### src/logic/twp_pkg.sv
/*
  package for the wave/pulse timer: register map, field layout, modes.
  assumes a classic wishbone slave with 32-bit data, byte offsets.
*/
package twp_pkg;

  // register byte offsets
  localparam logic [7:0] ADDR_FUNC   = 8'h00; // timer_function_register
  localparam logic [7:0] ADDR_MOD_LO = 8'h04;
  localparam logic [7:0] ADDR_MOD_HI = 8'h08;
  localparam logic [7:0] ADDR_START  = 8'h0C;
  localparam logic [7:0] ADDR_COUNT  = 8'h10; // read buffer
  localparam logic [7:0] ADDR_STATUS = 8'h14;
  localparam logic [7:0] ADDR_MASK   = 8'h18;

  // timer_function_register fields
  localparam int MODE_LSB = 0;
  localparam int MODE_W   = 3;
  localparam int PRE_LSB  = 3;
  localparam int PRE_W    = 2;
  localparam int POL_BIT  = 5;
  localparam int FUNC_W   = 6;

  localparam logic [MODE_W-1:0] MODE_STOP0  = 3'h0;
  localparam logic [MODE_W-1:0] MODE_SQUARE = 3'h5;
  localparam logic [MODE_W-1:0] MODE_PULSE  = 3'h6;
  localparam logic [MODE_W-1:0] MODE_STOP7  = 3'h7;

  localparam logic [PRE_W-1:0] PRE_DIV1  = 2'h0;
  localparam logic [PRE_W-1:0] PRE_DIV2  = 2'h1;
  localparam logic [PRE_W-1:0] PRE_DIV64 = 2'h2;

  localparam logic [5:0] PRE64_LAST = 6'h3F;
  localparam logic [5:0] PRE64_HALF = 6'h20;
  localparam logic [5:0] PRE_ZERO   = 6'h00;

  localparam logic [15:0] CNT_ZERO  = 16'h0000;
  localparam logic [15:0] CNT_ONE   = 16'h0001;

  // interrupt status bits
  localparam int IRQ_W     = 2;
  localparam int IRQ_TC    = 0; // terminal count reached
  localparam int IRQ_RDBLK = 1; // buffer update suppressed by read

  typedef struct packed {
    logic              pol;
    logic [PRE_W-1:0]  pre;
    logic [MODE_W-1:0] mode;
  } twp_func_t;

  typedef struct packed {
    logic [7:0] adr;
    logic       we;
    logic [3:0] sel;
    logic [31:0] dat;
  } twp_req_t;

  function automatic logic twp_is_stop(input logic [MODE_W-1:0] m);
    return (m == MODE_STOP0) || (m == MODE_STOP7);
  endfunction : twp_is_stop

endpackage : twp_pkg

### src/logic/twp_timer.sv
/*
  wave/pulse timer core with wishbone register slave.
  assumes timer_source_clock is an asynchronous pin, slower than clk_i/4;
  gate pin sampled only for completeness of the pin set.
*/
// Our own choices: the register addresses and the Wishbone register port.
// Overview of operation
// RL1 - square mode output active at start
// RL2 - square: decrement, toggle at zero, reload
// RL3 - square period two times prescale times modulus+1
// RL4 - pulse width half, one, 32 source clocks
// RL5 - pulse: decrement, pulse, reload, repeat forever
// RL6 - host programs stop, mode, modulus, start
// RL7 - stop mode halts, clears prescaler, clock high
// RL8 - buffer updates on count clock falling edge
// RL9 - reads suppress buffer update until next edge
// RL10 - running modulus write waits for reload
// RL11 - stopped modulus write loads when clock high
// RL12 - modulus write leaves prescaler untouched
// RL13 - mode from low three function bits
// RL14 - stop codes: stopped, clock high, output idle
// RL15 - counting begins at start register write
// RL16 - count clock is source divided 1, 2, 64
`timescale 1ns/10ps
module twp_timer
  import twp_pkg::*;
(
  // clock and reset
  input  wire logic        clk_i,
  input  wire logic        rst_i,
  // wishbone slave
  input  wire logic        cyc_i,
  input  wire logic        stb_i,
  input  wire logic        we_i,
  input  wire logic [7:0]  adr_i,
  input  wire logic [3:0]  sel_i,
  input  wire logic [31:0] dat_i,
  output logic      [31:0] dat_o,
  output logic             ack_o,
  // timer pins
  input  wire logic        timer_source_clock_i,
  input  wire logic        timer_gate_input_i,
  output logic             timer_out_o,
  output logic             irq_o
);

  ////////////////////////////////////////////////////////////////////////
  // pin synchronisers

  logic [1:0] src_sync_q, src_sync_d;
  logic [1:0] gate_sync_q, gate_sync_d;
  logic       src_prev_q, src_prev_d;
  logic       src_rise, src_fall;

  always_comb begin
    src_sync_d  = {src_sync_q[0], timer_source_clock_i};
    gate_sync_d = {gate_sync_q[0], timer_gate_input_i};
    src_prev_d  = src_sync_q[1];
    src_rise    = src_sync_q[1] & ~src_prev_q;
    src_fall    = ~src_sync_q[1] & src_prev_q;
  end

  always_ff @(posedge clk_i) begin
    if (rst_i) begin
      src_sync_q  <= 2'h0;
      gate_sync_q <= 2'h0;
      src_prev_q  <= 1'b0;
    end else begin
      src_sync_q  <= src_sync_d;
      gate_sync_q <= gate_sync_d;
      src_prev_q  <= src_prev_d;
    end
  end

  ////////////////////////////////////////////////////////////////////////
  // bus decode

  twp_req_t req;
  logic     acc, wr, rd;
  logic     wr_func, wr_lo, wr_hi, wr_start, rd_count, rd_status;

  always_comb begin
    req       = '{adr: adr_i, we: we_i, sel: sel_i, dat: dat_i};
    acc       = cyc_i & stb_i & ~ack_o;
    wr        = acc & req.we & req.sel[0];
    rd        = acc & ~req.we;
    wr_func   = wr & (req.adr == ADDR_FUNC);
    wr_lo     = wr & (req.adr == ADDR_MOD_LO);
    wr_hi     = wr & (req.adr == ADDR_MOD_HI);
    wr_start  = wr & (req.adr == ADDR_START);
    rd_count  = rd & (req.adr == ADDR_COUNT);
    rd_status = rd & (req.adr == ADDR_STATUS);
  end

  ////////////////////////////////////////////////////////////////////////
  // timer state

  typedef enum logic [1:0] {ST_STOP, ST_ARMED, ST_RUN} twp_state_t;

  twp_state_t       st_q, st_d;
  twp_func_t        func_q, func_d;
  logic [15:0]      mod_q, mod_d;
  logic [15:0]      cnt_q, cnt_d;
  logic [15:0]      buf_q, buf_d;
  logic [5:0]       pre_q, pre_d;
  logic             iclk_q, iclk_d;
  logic             out_q, out_d;
  logic             pend_q, pend_d;
  logic [IRQ_W-1:0] stat_q, stat_d, mask_q, mask_d;
  logic [31:0]      dat_q, dat_d;
  logic             ack_q, ack_d;
  logic             tick, ifall, irise, tc, pre_wrap;
  logic             pulse_end;

  always_comb begin
    st_d   = st_q;
    func_d = func_q;
    mod_d  = mod_q;
    cnt_d  = cnt_q;
    buf_d  = buf_q;
    pre_d  = pre_q;
    iclk_d = iclk_q;
    out_d  = out_q;
    pend_d = pend_q;
    stat_d = stat_q;
    mask_d = mask_q;
    tick   = 1'b0;
    ifall  = 1'b0;
    irise  = 1'b0;
    tc     = 1'b0;
    pre_wrap  = 1'b0;
    pulse_end = 1'b0;

    // prescaler and internal_count_clock
    if (st_q == ST_RUN) begin
      unique case (func_q.pre)
        PRE_DIV1: begin
          if (src_fall) ifall = 1'b1;                      // RL16
          if (src_rise) irise = 1'b1;
        end
        PRE_DIV2: begin
          if (src_rise) begin
            pre_d[0] = ~pre_q[0];                          // RL16
            if (pre_q[0]) irise = 1'b1;
            else ifall = 1'b1;
          end
        end
        default: begin
          if (src_rise) begin
            pre_d    = pre_q + 6'h01;                      // RL16
            pre_wrap = (pre_q == PRE64_LAST);
            if (pre_q == PRE_ZERO) ifall = 1'b1;
            if (pre_q == PRE64_HALF) irise = 1'b1;
          end
        end
      endcase
      if (ifall) iclk_d = 1'b0;
      if (irise) iclk_d = 1'b1;
      tick = ifall;
    end

    // counting, reload and output
    if (tick) begin
      if (cnt_q == CNT_ZERO) begin
        tc    = 1'b1;
        cnt_d = mod_q;                                     // RL10 RL2 RL5
        if (func_q.mode == MODE_SQUARE) out_d = ~out_q;    // RL2 RL3
        if (func_q.mode == MODE_PULSE) out_d = 1'b1;       // RL4
      end else begin
        cnt_d = cnt_q - CNT_ONE;                           // RL2 RL5
      end
      if (rd_count) begin
        pend_d = 1'b1;                                     // RL9
      end else begin
        buf_d  = tc ? mod_q : cnt_q - CNT_ONE;             // RL8
        pend_d = 1'b0;
      end
    end

    // pulse width: half source clock, one, or 32
    if (func_q.mode == MODE_PULSE && out_q) begin
      unique case (func_q.pre)
        PRE_DIV1: pulse_end = src_rise;                    // RL4
        PRE_DIV2: pulse_end = irise;                       // RL4
        default:  pulse_end = irise;                       // RL4
      endcase
      if (pulse_end) out_d = 1'b0;
    end

    // modulus writes never touch the prescaler
    if (wr_lo) mod_d[7:0]  = req.dat[7:0];                 // RL12
    if (wr_hi) mod_d[15:8] = req.dat[7:0];
    if ((wr_lo || wr_hi) && st_q != ST_RUN && iclk_q) begin
      cnt_d = wr_lo ? {mod_q[15:8], req.dat[7:0]}
                    : {req.dat[7:0], mod_q[7:0]};          // RL11
    end

    if (wr_start && st_q == ST_ARMED) begin
      st_d  = ST_RUN;                                      // RL15
      cnt_d = mod_q;
      if (func_q.mode == MODE_SQUARE) out_d = 1'b1;        // RL1
    end

    if (wr_func) begin
      func_d = req.dat[FUNC_W-1:0];                        // RL13
      if (twp_is_stop(req.dat[MODE_W-1:0])) begin
        st_d   = ST_STOP;                                  // RL7 RL14
        pre_d  = PRE_ZERO;                                 // RL7
        iclk_d = 1'b1;                                     // RL7 RL14
        out_d  = 1'b0;                                     // RL14
      end else if (st_q == ST_STOP) begin
        st_d = ST_ARMED;
      end
    end
    if (twp_is_stop(func_q.mode)) out_d = 1'b0;            // RL14

    // sticky status, set wins over read clear
    if (rd_status) stat_d = '0;
    if (tc) stat_d[IRQ_TC] = 1'b1;
    if (tick && rd_count) stat_d[IRQ_RDBLK] = 1'b1;
    if (wr & (req.adr == ADDR_MASK)) mask_d = req.dat[IRQ_W-1:0];
  end

  // read mux and ack
  always_comb begin
    dat_d = '0;
    ack_d = acc;
    if (rd) begin
      unique case (req.adr)
        ADDR_FUNC:   dat_d[FUNC_W-1:0] = func_q;
        ADDR_MOD_LO: dat_d[7:0] = mod_q[7:0];
        ADDR_MOD_HI: dat_d[7:0] = mod_q[15:8];
        ADDR_COUNT:  dat_d[15:0] = buf_q;
        ADDR_STATUS: dat_d[IRQ_W-1:0] = stat_q;
        ADDR_MASK:   dat_d[IRQ_W-1:0] = mask_q;
        default:     dat_d = '0;
      endcase
    end
  end

  always_ff @(posedge clk_i) begin
    if (rst_i) begin
      st_q   <= ST_STOP;
      func_q <= '0;
      mod_q  <= '0;
      cnt_q  <= '0;
      buf_q  <= '0;
      pre_q  <= '0;
      iclk_q <= 1'b1;
      out_q  <= 1'b0;
      pend_q <= 1'b0;
      stat_q <= '0;
      mask_q <= '0;
      dat_q  <= '0;
      ack_q  <= 1'b0;
      irq_o  <= 1'b0;
      timer_out_o <= 1'b0;
    end else begin
      st_q   <= st_d;
      func_q <= func_d;
      mod_q  <= mod_d;
      cnt_q  <= cnt_d;
      buf_q  <= buf_d;
      pre_q  <= pre_d;
      iclk_q <= iclk_d;
      out_q  <= out_d;
      pend_q <= pend_d;
      stat_q <= stat_d;
      mask_q <= mask_d;
      dat_q  <= dat_d;
      ack_q  <= ack_d;
      irq_o  <= |(stat_d & mask_d);
      timer_out_o <= out_d ^ func_d.pol;
    end
  end

  always_comb begin
    ack_o       = ack_q;
    dat_o       = dat_q;
  end

endmodule : twp_timer

### config.mk
export PLATFORM = sky130hd
export DESIGN_NAME = twp_timer
export DESIGN_NICKNAME = d
export VERILOG_FILES = /design/src/logic/twp_pkg.sv /design/src/logic/twp_timer.sv
export SDC_FILE = /design/constraint.sdc
export NUM_CORES = 1
export LEC_CHECK = 0
export BUFFER_PORTS_ARGS = -buffer_cell sky130_fd_sc_hd__buf_2
export CAP_MARGIN = 20
export CELL_PAD_IN_SITES_DETAIL_PLACEMENT = 1
export CELL_PAD_IN_SITES_GLOBAL_PLACEMENT = 2
export CORE_ASPECT_RATIO = 2
export CORE_MARGIN = 8
export CORE_UTILIZATION = 33
export CTS_CLUSTER_DIAMETER = 40
export CTS_CLUSTER_SIZE = 28
export DETAILED_ROUTE_END_ITERATION = 8
export MAX_ROUTING_LAYER = met4
export PLACE_DENSITY = 0.83
export SLEW_MARGIN = 20
export SYNTH_ARGS = -nofsm -noshare
export SYNTH_HDL_FRONTEND = slang
export SYNTH_SLANG_ARGS = --single-unit
### constraint.sdc
create_clock -name clk_i -period 3.2 [get_ports clk_i]
set_clock_uncertainty 0.15 [all_clocks]
set_input_delay 0.16 -clock clk_i [delete_from_list [all_inputs] [get_ports clk_i]]
set_output_delay 0.16 -clock clk_i [all_outputs]
set_load 0.05 [all_outputs]
==> out/qor.yml, run 1 <==
status: "finished, final reports clean"
crit_family: "simple AND/OR/NAND/NOR gates"
totalWireLength_microns: 17460
initial_utilization_pct: 33.53
cts_setup_buffers: 0
yosysSeqAreaShare_pct: 38.69
fin_nets: 656
critical_path_required_ns: 3.34
via_per_inst: 5.522
cts.path.max_buffers: 2
wl_per_cell_microns: 21.96
io_buffers: 41
critPathLaunchType: "register"
cts_tree: "yes"
internal_power_w: 0.001790
pre_cts_slack_ns: 0.3525
dieWidth_microns: 100
synth-seq-cells: 90
grt_first_pass_wirelength_microns: 27490
hold_violations: 0
area_delta_synth_final_pct: 16.42
cpMaxStageDelayCell: "nor4_2"
netlist_area_sq_mm: 0.004657
antenna_cells: 0
die_h_microns: 184
slew_violations: 0
hp-class: "input pin to register"
max_stage_delay_ns: 0.91
mostFrequentLayoutCells: "90 x dfxtp_1, 66 x nor2_1, 52 x nand2_1, 45 x a21oi_1, 41 x buf_2"
antenna_found_initial: 0
cts-root-buf: "clkbuf_16"
vias: 4390
critPathKind: "register to register"
fin_setup_tns_ns: 0
cap_violations: 0
finalWeightedCongestion: 0.9575
overflow: 0
p_comb_share_pct: 5.7
synth_warnings: 0
synth.largest_area_cell: "dfxtp_1"
synth_edf_count: 0
final_common_cell: "dfxtp_1"
clock_latency_ns: 0.35
endpoint_kind: "register"
rsz0062_at_grt: "false"
drt_first_pass_iters: 4
hold_ws_ns: 0.04055
ctsResizeCount: 0
setup_ws_ns: 0.3420
die_area_sq_mm: 0.01840
core_sq_mm: 0.01389
ys_top_cells_by_area: "dfxtp_1 39%, mux2i_1 5.6%, nor2_1 5.3%, a21oi_1 4.8%, nand2_1 4.2%"
worstMarginPinSlew_ns: 1.067
pwr-share-seq_pct: 47.0
grt_max_degree: 27
ctsHtreeMaxLevel: 3
p_leak_nw: 2.093
setup_violations: 0
ys_types: 74
post-route-period-util_pct: 89.31
clkTransAtPathRegs_ns: 0.07
syn_inst: 548
dr.first_iter.drc_count: 196
layout-drive-gt1-share_pct: 17.00
timing.reg2reg.setup_slack_ns: 0.34
rows: 61
crit_buf_inv: 1
period_needed_ns: 2.858
power_density_mw_per_mm2: 440.3
dp_hpwl_microns: 13540
grt_use_total_pct: 20.42
numCtsBuffers: 9
top_level_ports: 86
path_cells: "inv_1, ha_1, nor4b_1, and3_1, o221a_2, nor4_2, a22o_1"
grt_pass1_vias: 4942
irDropWorstVdd_mv: 0.3611
power.switching_w: 0.0005974
drc: 0
sw_frac_of_total_pct: 25.03
async_flop_share_pct: 0
yosys_most_used_dff: "dfxtp_1"
synth_top_area_share_pct: 38.69
clkSinkCount: 90
p_total_w: 0.002387
power_frac_clock_pct: 47.3
critPathMaxFanout: 10
arrival_ns: 3.00
fmax_mhz: 349.9
ant_nets: 0
relSlewSlack_pct: 28.30
syn_area_per_cell_sq_um: 8.498
==> worst register-to-register path, cell delays in order (launching register included) <==
cell,delay [ns]
dfxtp_1,0.41
inv_1,0.10
ha_1,0.20
nor4b_1,0.15
and3_1,0.20
o221a_2,0.42
nor4_2,0.91
a22o_1,0.27
==> layer usage <==
metal	vias up	track usage [%]	routed length (microns)
met5	-	-	0
met4	0	15.00	1241
met3	67	2.618	628
met2	142	36.78	9507
met1	2119	19.25	6081
li1	2062	-	-
==> cell usage after synthesis (all sizes together) (6+ instances only) <==
master,number
a21oi,45
a22oi,14
and2,12
and3,6
buf,25
clkbuf,17
dfxtp,90
inv,14
mux2i,26
nand2,53
nand2b,7
nand3,11
nand4,7
nor2,68
nor2b,8
nor3,15
nor4,6
o211ai,10
o21ai,12
o22ai,8
or3,6
xor2,11
==> power by group through the flow <==
stage               clock network [W]  registers [W]  logic (W)
floorplan                           0        0.00115   0.000101
global placement                    0        0.00115   0.000128
detailed placement                  0        0.00115   0.000129
CTS                           0.00115        0.00112   0.000134
global route                  0.00119        0.00112   0.000144
finish                        0.00113        0.00112   0.000136
==> cells by family (layout without fill, tap and decap cells) <==
family	Yosys count	count (layout)	share of synthesized area, %
compound gates	136	136	20.12
xor+xnor	15	15	2.821
fa+ha+maj	4	4	1.075
buf+inv	56	99	6.797
flops	90	90	38.69
mux	27	27	5.830
other cells	1	16	0.08052
simple gates	219	219	24.58
==> metrics by stage <==
| stage | util (%) | cells | cell area, sq um |
|---|---|---|---|
| 2_1_floorplan | - | 563 | 4713 |
| 3_3_place_gp | 36.51 | 775 | 5071 |
| 3_5_place_dp | 36.51 | 775 | 5071 |
| 4_1_cts | 39.03 | 795 | 5421 |
| 5_1_grt | 39.03 | 795 | 5421 |
| 6_report | 39.03 | 795 | 5421 |
==> final timing paths <==
check / startpoint / to / cells after the start
hold / removal: rst_i / mod_q[6] / 2
hold reg to reg: src_sync_q[0] / src_sync_q[1] / 1
setup / recovery: pre_q[0] / cnt_q[6] / 7
setup reg to reg: pre_q[0] / cnt_q[6] / 7
==> final cells by class <==
| class | instances | area [sq um] |
|---|---|---|
| fill | 1718 | 8469 |
| inverter | 14 | 52.55 |
| multi-input combinational | 417 | 2595 |
| tap | 189 | 236.5 |
| clock inverter | 5 | 67.56 |
| clock buffer | 11 | 242.7 |
| timing repair buffer | 69 | 425.4 |
| sequential | 90 | 1802 |
==> sequential cells by signal, summed over array words and instances, names as in the netlist <==
signal / flops
ack_o: 1
buf_q: 16
cnt_q: 16
dat_o: 16
func_q: 6
iclk_q: 1
irq_o: 1
mask_q: 2
mod_q: 16
out_q: 1
pre_q: 6
src_prev_q: 1
src_sync_q: 2
st_q: 2
stat_q: 2
timer_out_o: 1
==> timing repair <==
action                                  4_1_cts  5_1_grt
hold buffers                                  4        0
endpoints found under the setup margin        0        0
hold endpoints to repair                      5        0
Note: power is estimated with default switching activity, not from simulation.
==> run 2: changes to the inputs <==
--- a/config.mk
+++ b/config.mk
@@ -9,7 +9,6 @@
 export CAP_MARGIN = 20
 export CELL_PAD_IN_SITES_DETAIL_PLACEMENT = 1
 export CELL_PAD_IN_SITES_GLOBAL_PLACEMENT = 2
-export CORE_ASPECT_RATIO = 2
 export CORE_MARGIN = 8
 export CORE_UTILIZATION = 33
 export CTS_CLUSTER_DIAMETER = 40
==> run 2 against run 1 <==
Sequential power barely moved. Via count fell by 1.8%. Combinational power barely moved. Hold slack got worse by 0.035 ns. Critical path type unchanged. Count of clock-buffer cells in the layout fell by 2. First-iteration DRC count rose by 42%. Cell area fell by 0.95%. Power fell by 2.3%. Non-clock buffer count fell by 4. Routed wire length fell by 10%. Critical path depth rose by 1.
==> out/qor.yml, run 2 (same netlist as run 1, synthesis figures left out) <==
critPathMaxFanout: 7  # -3
grt_use_total_pct: 18.26  # -2.2 points
antenna_cells: 0  # unchanged
wl_met2_microns: 7723  # -19%
final_common_cell: "dfxtp_1"
status: "finished, final reports clean"
critPathKind: "register to register"
met1Wirelength_microns: 6766  # +11%
setup_ws_ns: 0.1898  # -0.1522 ns
power_density_mw_per_mm2: 434.3  # -1.4%
cap_violations: 0  # unchanged
drt_first_pass_iters: 4  # unchanged
clock_latency_ns: 0.37  # +0.02 ns
fin_setup_tns_ns: 0  # unchanged
slew_violations: 0  # unchanged
utilization_pct: 38.84  # -0.19 points
period_needed_ns: 3.010  # +0.1522 ns
arrival_ns: 3.13  # +0.13 ns
grt_first_pass_wirelength_microns: 25370  # -7.7%
cpMaxStageDelayCell: "nor4b_1"
dieWidth_microns: 134.8  # +35%
cts_setup_buffers: 0  # unchanged
wl_per_cell_microns: 20.05  # -8.7%
die_area_sq_mm: 0.01817  # -1.3%
fin_nets: 652  # -0.61%
die_h_microns: 134.8  # -27%
clkSinkCount: 90  # unchanged
postPlaceCellArea_sq_mm: 0.005015  # -1.1%
ctsResizeCount: 0  # unchanged
cts_hold_buffers: 6  # +2
rows: 43  # -30%
layout-drive-gt1-share_pct: 16.28  # -0.72 points
num-fill-cells: 1653  # -3.8%
p_leak_nw: 2.064  # -1.4%
numCtsBuffers: 9  # unchanged
overflow: 0  # unchanged
grt_pass1_vias: 4608  # -6.8%
setup_violations: 0  # unchanged
core_sq_mm: 0.01383  # -0.46%
cts-root-buf: "clkbuf_16"
finalWeightedCongestion: 0.9226  # -3.6%
via_per_inst: 5.510  # -0.21%
path_common_cell: "a22o_1"
top_level_ports: 86  # unchanged
worstMarginPinSlew_ns: 1.060  # -0.006565 ns
path_cells: "inv_1, ha_1, nor4b_1, nand4_1, o21ai_1, o22ai_1, a22o_1, a22o_1"
ant_nets: 0  # unchanged
rsz0062_at_grt: "false"
irDropWorstVdd_mv: 0.2208  # -39%
area_delta_synth_final_pct: 15.31
endpoint_kind: "register"
antenna_found_initial: 0  # unchanged
met3_length_microns: 709  # +13%
initial_utilization_pct: 33.68  # +0.15 points
dp_hpwl_microns: 11860  # -12%
cts.path.max_buffers: 2  # unchanged
relSlewSlack_pct: 28.74  # +0.44 points
post-route-period-util_pct: 94.07  # +4.8 points
pre_cts_slack_ns: 0.3451  # -0.007450 ns
grt_max_degree: 35  # +30%
totalWireLength_microns: 15680  # -10%
critPathLaunchType: "register"
fmax_mhz: 332.2  # -5.1%
io_buffers: 41  # unchanged
hold_violations: 0  # unchanged
cts_tree: "yes"
top_layer: "met4"
dr.first_iter.drc_count: 279  # +42%
clkTransAtPathRegs_ns: 0.08  # about the same
vias: 4309  # -1.8%
instances_no_fill: 782  # -1.6%
mostFrequentLayoutCells: "90 x dfxtp_1, 66 x nor2_1, 52 x nand2_1, 45 x a21oi_1, 41 x buf_2"
dpl.cell_count: 760  # -1.9%
hp-class: "input pin to register"
critical_path_required_ns: 3.32  # -0.02 ns
max_stage_delay_ns: 0.58  # -0.33 ns
stdcell_area_sq_mm: 0.005370  # -0.95%
drc: 0  # unchanged
ctsHtreeMaxLevel: 3  # unchanged
-- run 2: critical path: cells and delay by family (launching register included) --
kind | cells | cell delay [ns]
adder cells (fa/ha/maj) | 1 | 0.17
flip-flops | 1 | 0.35
buffers and inverters | 1 | 0.11
AND/OR/NAND/NOR | 2 | 1.08
AO/OA/AOI/OAI | 4 | 1.04
-- run 2: path summary, 6_finish.rpt --
path            startpoint             to  slack [ns]  cells after the start
max               cnt_q[0]       cnt_q[6]        0.19                      8
min               dat_i[5]      mod_q[13]       0.005                      3
max reg2reg       cnt_q[0]       cnt_q[6]        0.19                      8
min reg2reg  src_sync_q[0]  src_sync_q[1]        0.30                      1
-- run 2: metal layers --
metal  global-route usage (%)  vias up
li1                         -     2060
met1                    21.28     2114
met2                    29.97      106
met3                    2.860       29
met4                    9.233        0
met5                        -        -
-- run 2: power by group --
| group | switching [W] | internal [W] | total, W |
|---|---|---|---|
| registers | 0.00000133 | 0.00112 | 0.00112 |
| logic | 0.000105 | 0.0000290 | 0.000134 |
| clock network | 0.000528 | 0.000549 | 0.00108 |
| total | 0.000634 | 0.00170 | 0.00233 |
-- run 2: layout make-up --
type / count / area, sq um / area share [%]
Multi-Input combinational cell: 417 / 2595 / 48.32
Clock buffer: 9 / 225.2 / 4.194
Inverter: 14 / 52.55 / 0.9786
Tap cell: 180 / 225.2 / 4.194
Timing Repair Buffer: 65 / 400.4 / 7.456
Clock inverter: 7 / 70.07 / 1.305
Sequential cell: 90 / 1802 / 33.55
-- run 2: per-stage QoR --
step	hold slack [ns]	total power (W)
2_1_floorplan	0.1382	0.001251
3_3_place_gp	0.2338	0.001273
3_5_place_dp	0.2317	0.001275
4_1_cts	0.001457	0.002347
5_1_grt	0.02473	0.002402
6_report	0.005449	0.002332
==> run 3: changes to the inputs <==
--- a/config.mk
+++ b/config.mk
@@ -15,7 +15,7 @@
 export CTS_CLUSTER_SIZE = 28
 export DETAILED_ROUTE_END_ITERATION = 8
 export MAX_ROUTING_LAYER = met4
-export PLACE_DENSITY = 0.83
+export PLACE_DENSITY_LB_ADDON = 0.1
 export SLEW_MARGIN = 20
 export SYNTH_ARGS = -nofsm -noshare
 export SYNTH_HDL_FRONTEND = slang
==> run 3 against run 2 <==
Worst setup slack better by 0.22 ns. Via count down 0.14%. Die area unchanged. Core utilization down 0.072 points. Sequential cell count unchanged. Cell area down 0.19%. Fmax up 8.0%. Non-clock buffer count up 1. Cell count up 0.13%. Highest routed layer unchanged.
==> out/qor.yml, run 3 (same netlist as run 1, synthesis figures left out) <==
layout-drive-gt1-share_pct: 16.92  # +0.64 points
wl_met2_microns: 7899  # +2.3%
setup_violations: 0  # unchanged
r2r-start: "cnt_q[7]"
worstMarginPinSlew_ns: 0.8274  # -0.2327 ns
ctsHtreeMaxLevel: 3  # unchanged
relSlewSlack_pct: 44.26  # +16 points
fin_setup_tns_ns: 0  # unchanged
timing.reg2reg.setup_slack_ns: 0.41  # +0.22 ns
cts-root-buf: "clkbuf_16"
drc: 0  # unchanged
cts_setup_buffers: 0  # unchanged
cts.path.max_buffers: 2  # unchanged
top_layer: "met4"
dr.first_iter.drc_count: 256  # -8.2%
hold_end: "func_q[4]"
dp_hpwl_microns: 12400  # +4.5%
initial_utilization_pct: 33.68  # unchanged
cts_tree: "yes"
hp-class: "input pin to register"
endpoint_kind: "register"
via_per_inst: 5.496  # -0.27%
clkSinkCount: 90  # unchanged
die_area_sq_mm: 0.01817  # unchanged
status: "finished, final reports clean"
met1Wirelength_microns: 7637  # +13%
fmax_mhz: 358.7  # +8.0%
cts_hold_buffers: 3  # -3
final_common_cell: "dfxtp_1"
antenna_cells: 0  # unchanged
crit-reg2reg-capture: "buf_q[13]"
critPathLaunchType: "register"
overflow: 0  # unchanged
ctsResizeCount: 0  # unchanged
irDropWorstVdd_mv: 0.2502  # +13%
ant_nets: 0  # unchanged
post-route-period-util_pct: 87.13  # -6.9 points
drt_first_pass_iters: 5  # +1
cap_violations: 0  # unchanged
whs_path_depth: 3  # unchanged
power_density_mw_per_mm2: 432.0  # -0.52%
grt_use_total_pct: 18.92  # +0.66 points
grt_max_degree: 29  # -17%
period_needed_ns: 2.788  # -0.2222 ns
die_h_microns: 134.8  # unchanged
fin_nets: 653  # +0.15%
holdCritStartpoint: "dat_i[4]"
grt_first_pass_wirelength_microns: 25550  # +0.71%
finalWeightedCongestion: 0.8694  # -5.8%
grt_pass1_vias: 4426  # -3.9%
met3_length_microns: 587  # -17%
area_delta_synth_final_pct: 15.10
core_sq_mm: 0.01383  # unchanged
top_level_ports: 86  # unchanged
antenna_found_initial: 0  # unchanged
io_buffers: 41  # unchanged
dieWidth_microns: 134.8  # unchanged
rsz0062_at_grt: "false"
critPathKind: "register to register"
wl_per_cell_microns: 21.08  # +5.1%
slew_violations: 0  # unchanged
utilization_pct: 38.77  # -0.072 points
vias: 4303  # -0.14%
critical_path_required_ns: 3.34  # +0.02 ns
numCtsBuffers: 9  # unchanged
arrival_ns: 2.93  # -0.20 ns
r2r_cells: 7  # -1
clkTransAtPathRegs_ns: 0.07  # about the same
totalWireLength_microns: 16500  # +5.2%
mostFrequentLayoutCells: "90 x dfxtp_1, 66 x nor2_1, 52 x nand2_1, 45 x a21oi_1, 41 x buf_2"
p_leak_nw: 2.071  # +0.32%
clock_latency_ns: 0.36  # about the same
rows: 43  # unchanged
critPathMaxFanout: 9  # +2
hold_violations: 0  # unchanged
-- run 3: stage by stage --
step	worst slack, ns	hold slack, ns	power (W)	cell area (sq um)	instances
global placement	0.4726	0.2263	0.001280	5045	764
detailed placement	0.4543	0.2300	0.001281	5045	764
finish	0.4120	0.01900	0.002316	5360	783
floorplan	0.7409	0.1382	0.001251	4713	563
CTS	0.4436	0.01387	0.002349	5360	783
global route	0.2632	0.02957	0.002400	5360	783
-- run 3: worst max path at each step --
stage | startpoint | end | depth (start not counted)
global route | pre_q[0] | buf_q[12] | 9
global placement | adr_i[5] | cnt_q[6] | 7
finish | cnt_q[7] | buf_q[13] | 7
CTS | pre_q[0] | buf_q[12] | 9
detailed placement | adr_i[5] | cnt_q[6] | 7
floorplan | ack_o | cnt_q[6] | 7
-- run 3: area by class of cell --
type	instances	area, sq um
Fill cell	1654	8467
Multi-Input combinational cell	417	2595
Sequential cell	90	1802
Timing Repair Buffer	66	400.4
Clock buffer	9	225.2
Tap cell	180	225.2
Clock inverter	7	60.06
Inverter	14	52.55
-- run 3: power by group --
part	leakage [nW]	switching (W)	internal [W]
Combinational	1.20	0.000109	0.0000283
Clock	0.143	0.000512	0.000544
Sequential	0.725	0.00000105	0.00112
Total	2.07	0.000622	0.00169
-- run 3: worst max-delay path, stage by stage (launching register included) --
cell and delay, ns:
dfxtp_1 0.39, nor4_1 0.68, and4_1 0.57, buf_4 0.26, nor2_1 0.05, mux2i_1 0.29
o211ai_1 0.18, a21oi_1 0.16
-- run 3: routing by layer --
metal  vias to the layer above  GRT usage, %
met4                         0         6.550
met3                        31         3.083
li1                       2050             -
met5                         -             -
met1                      2107         23.71
met2                       115         30.25
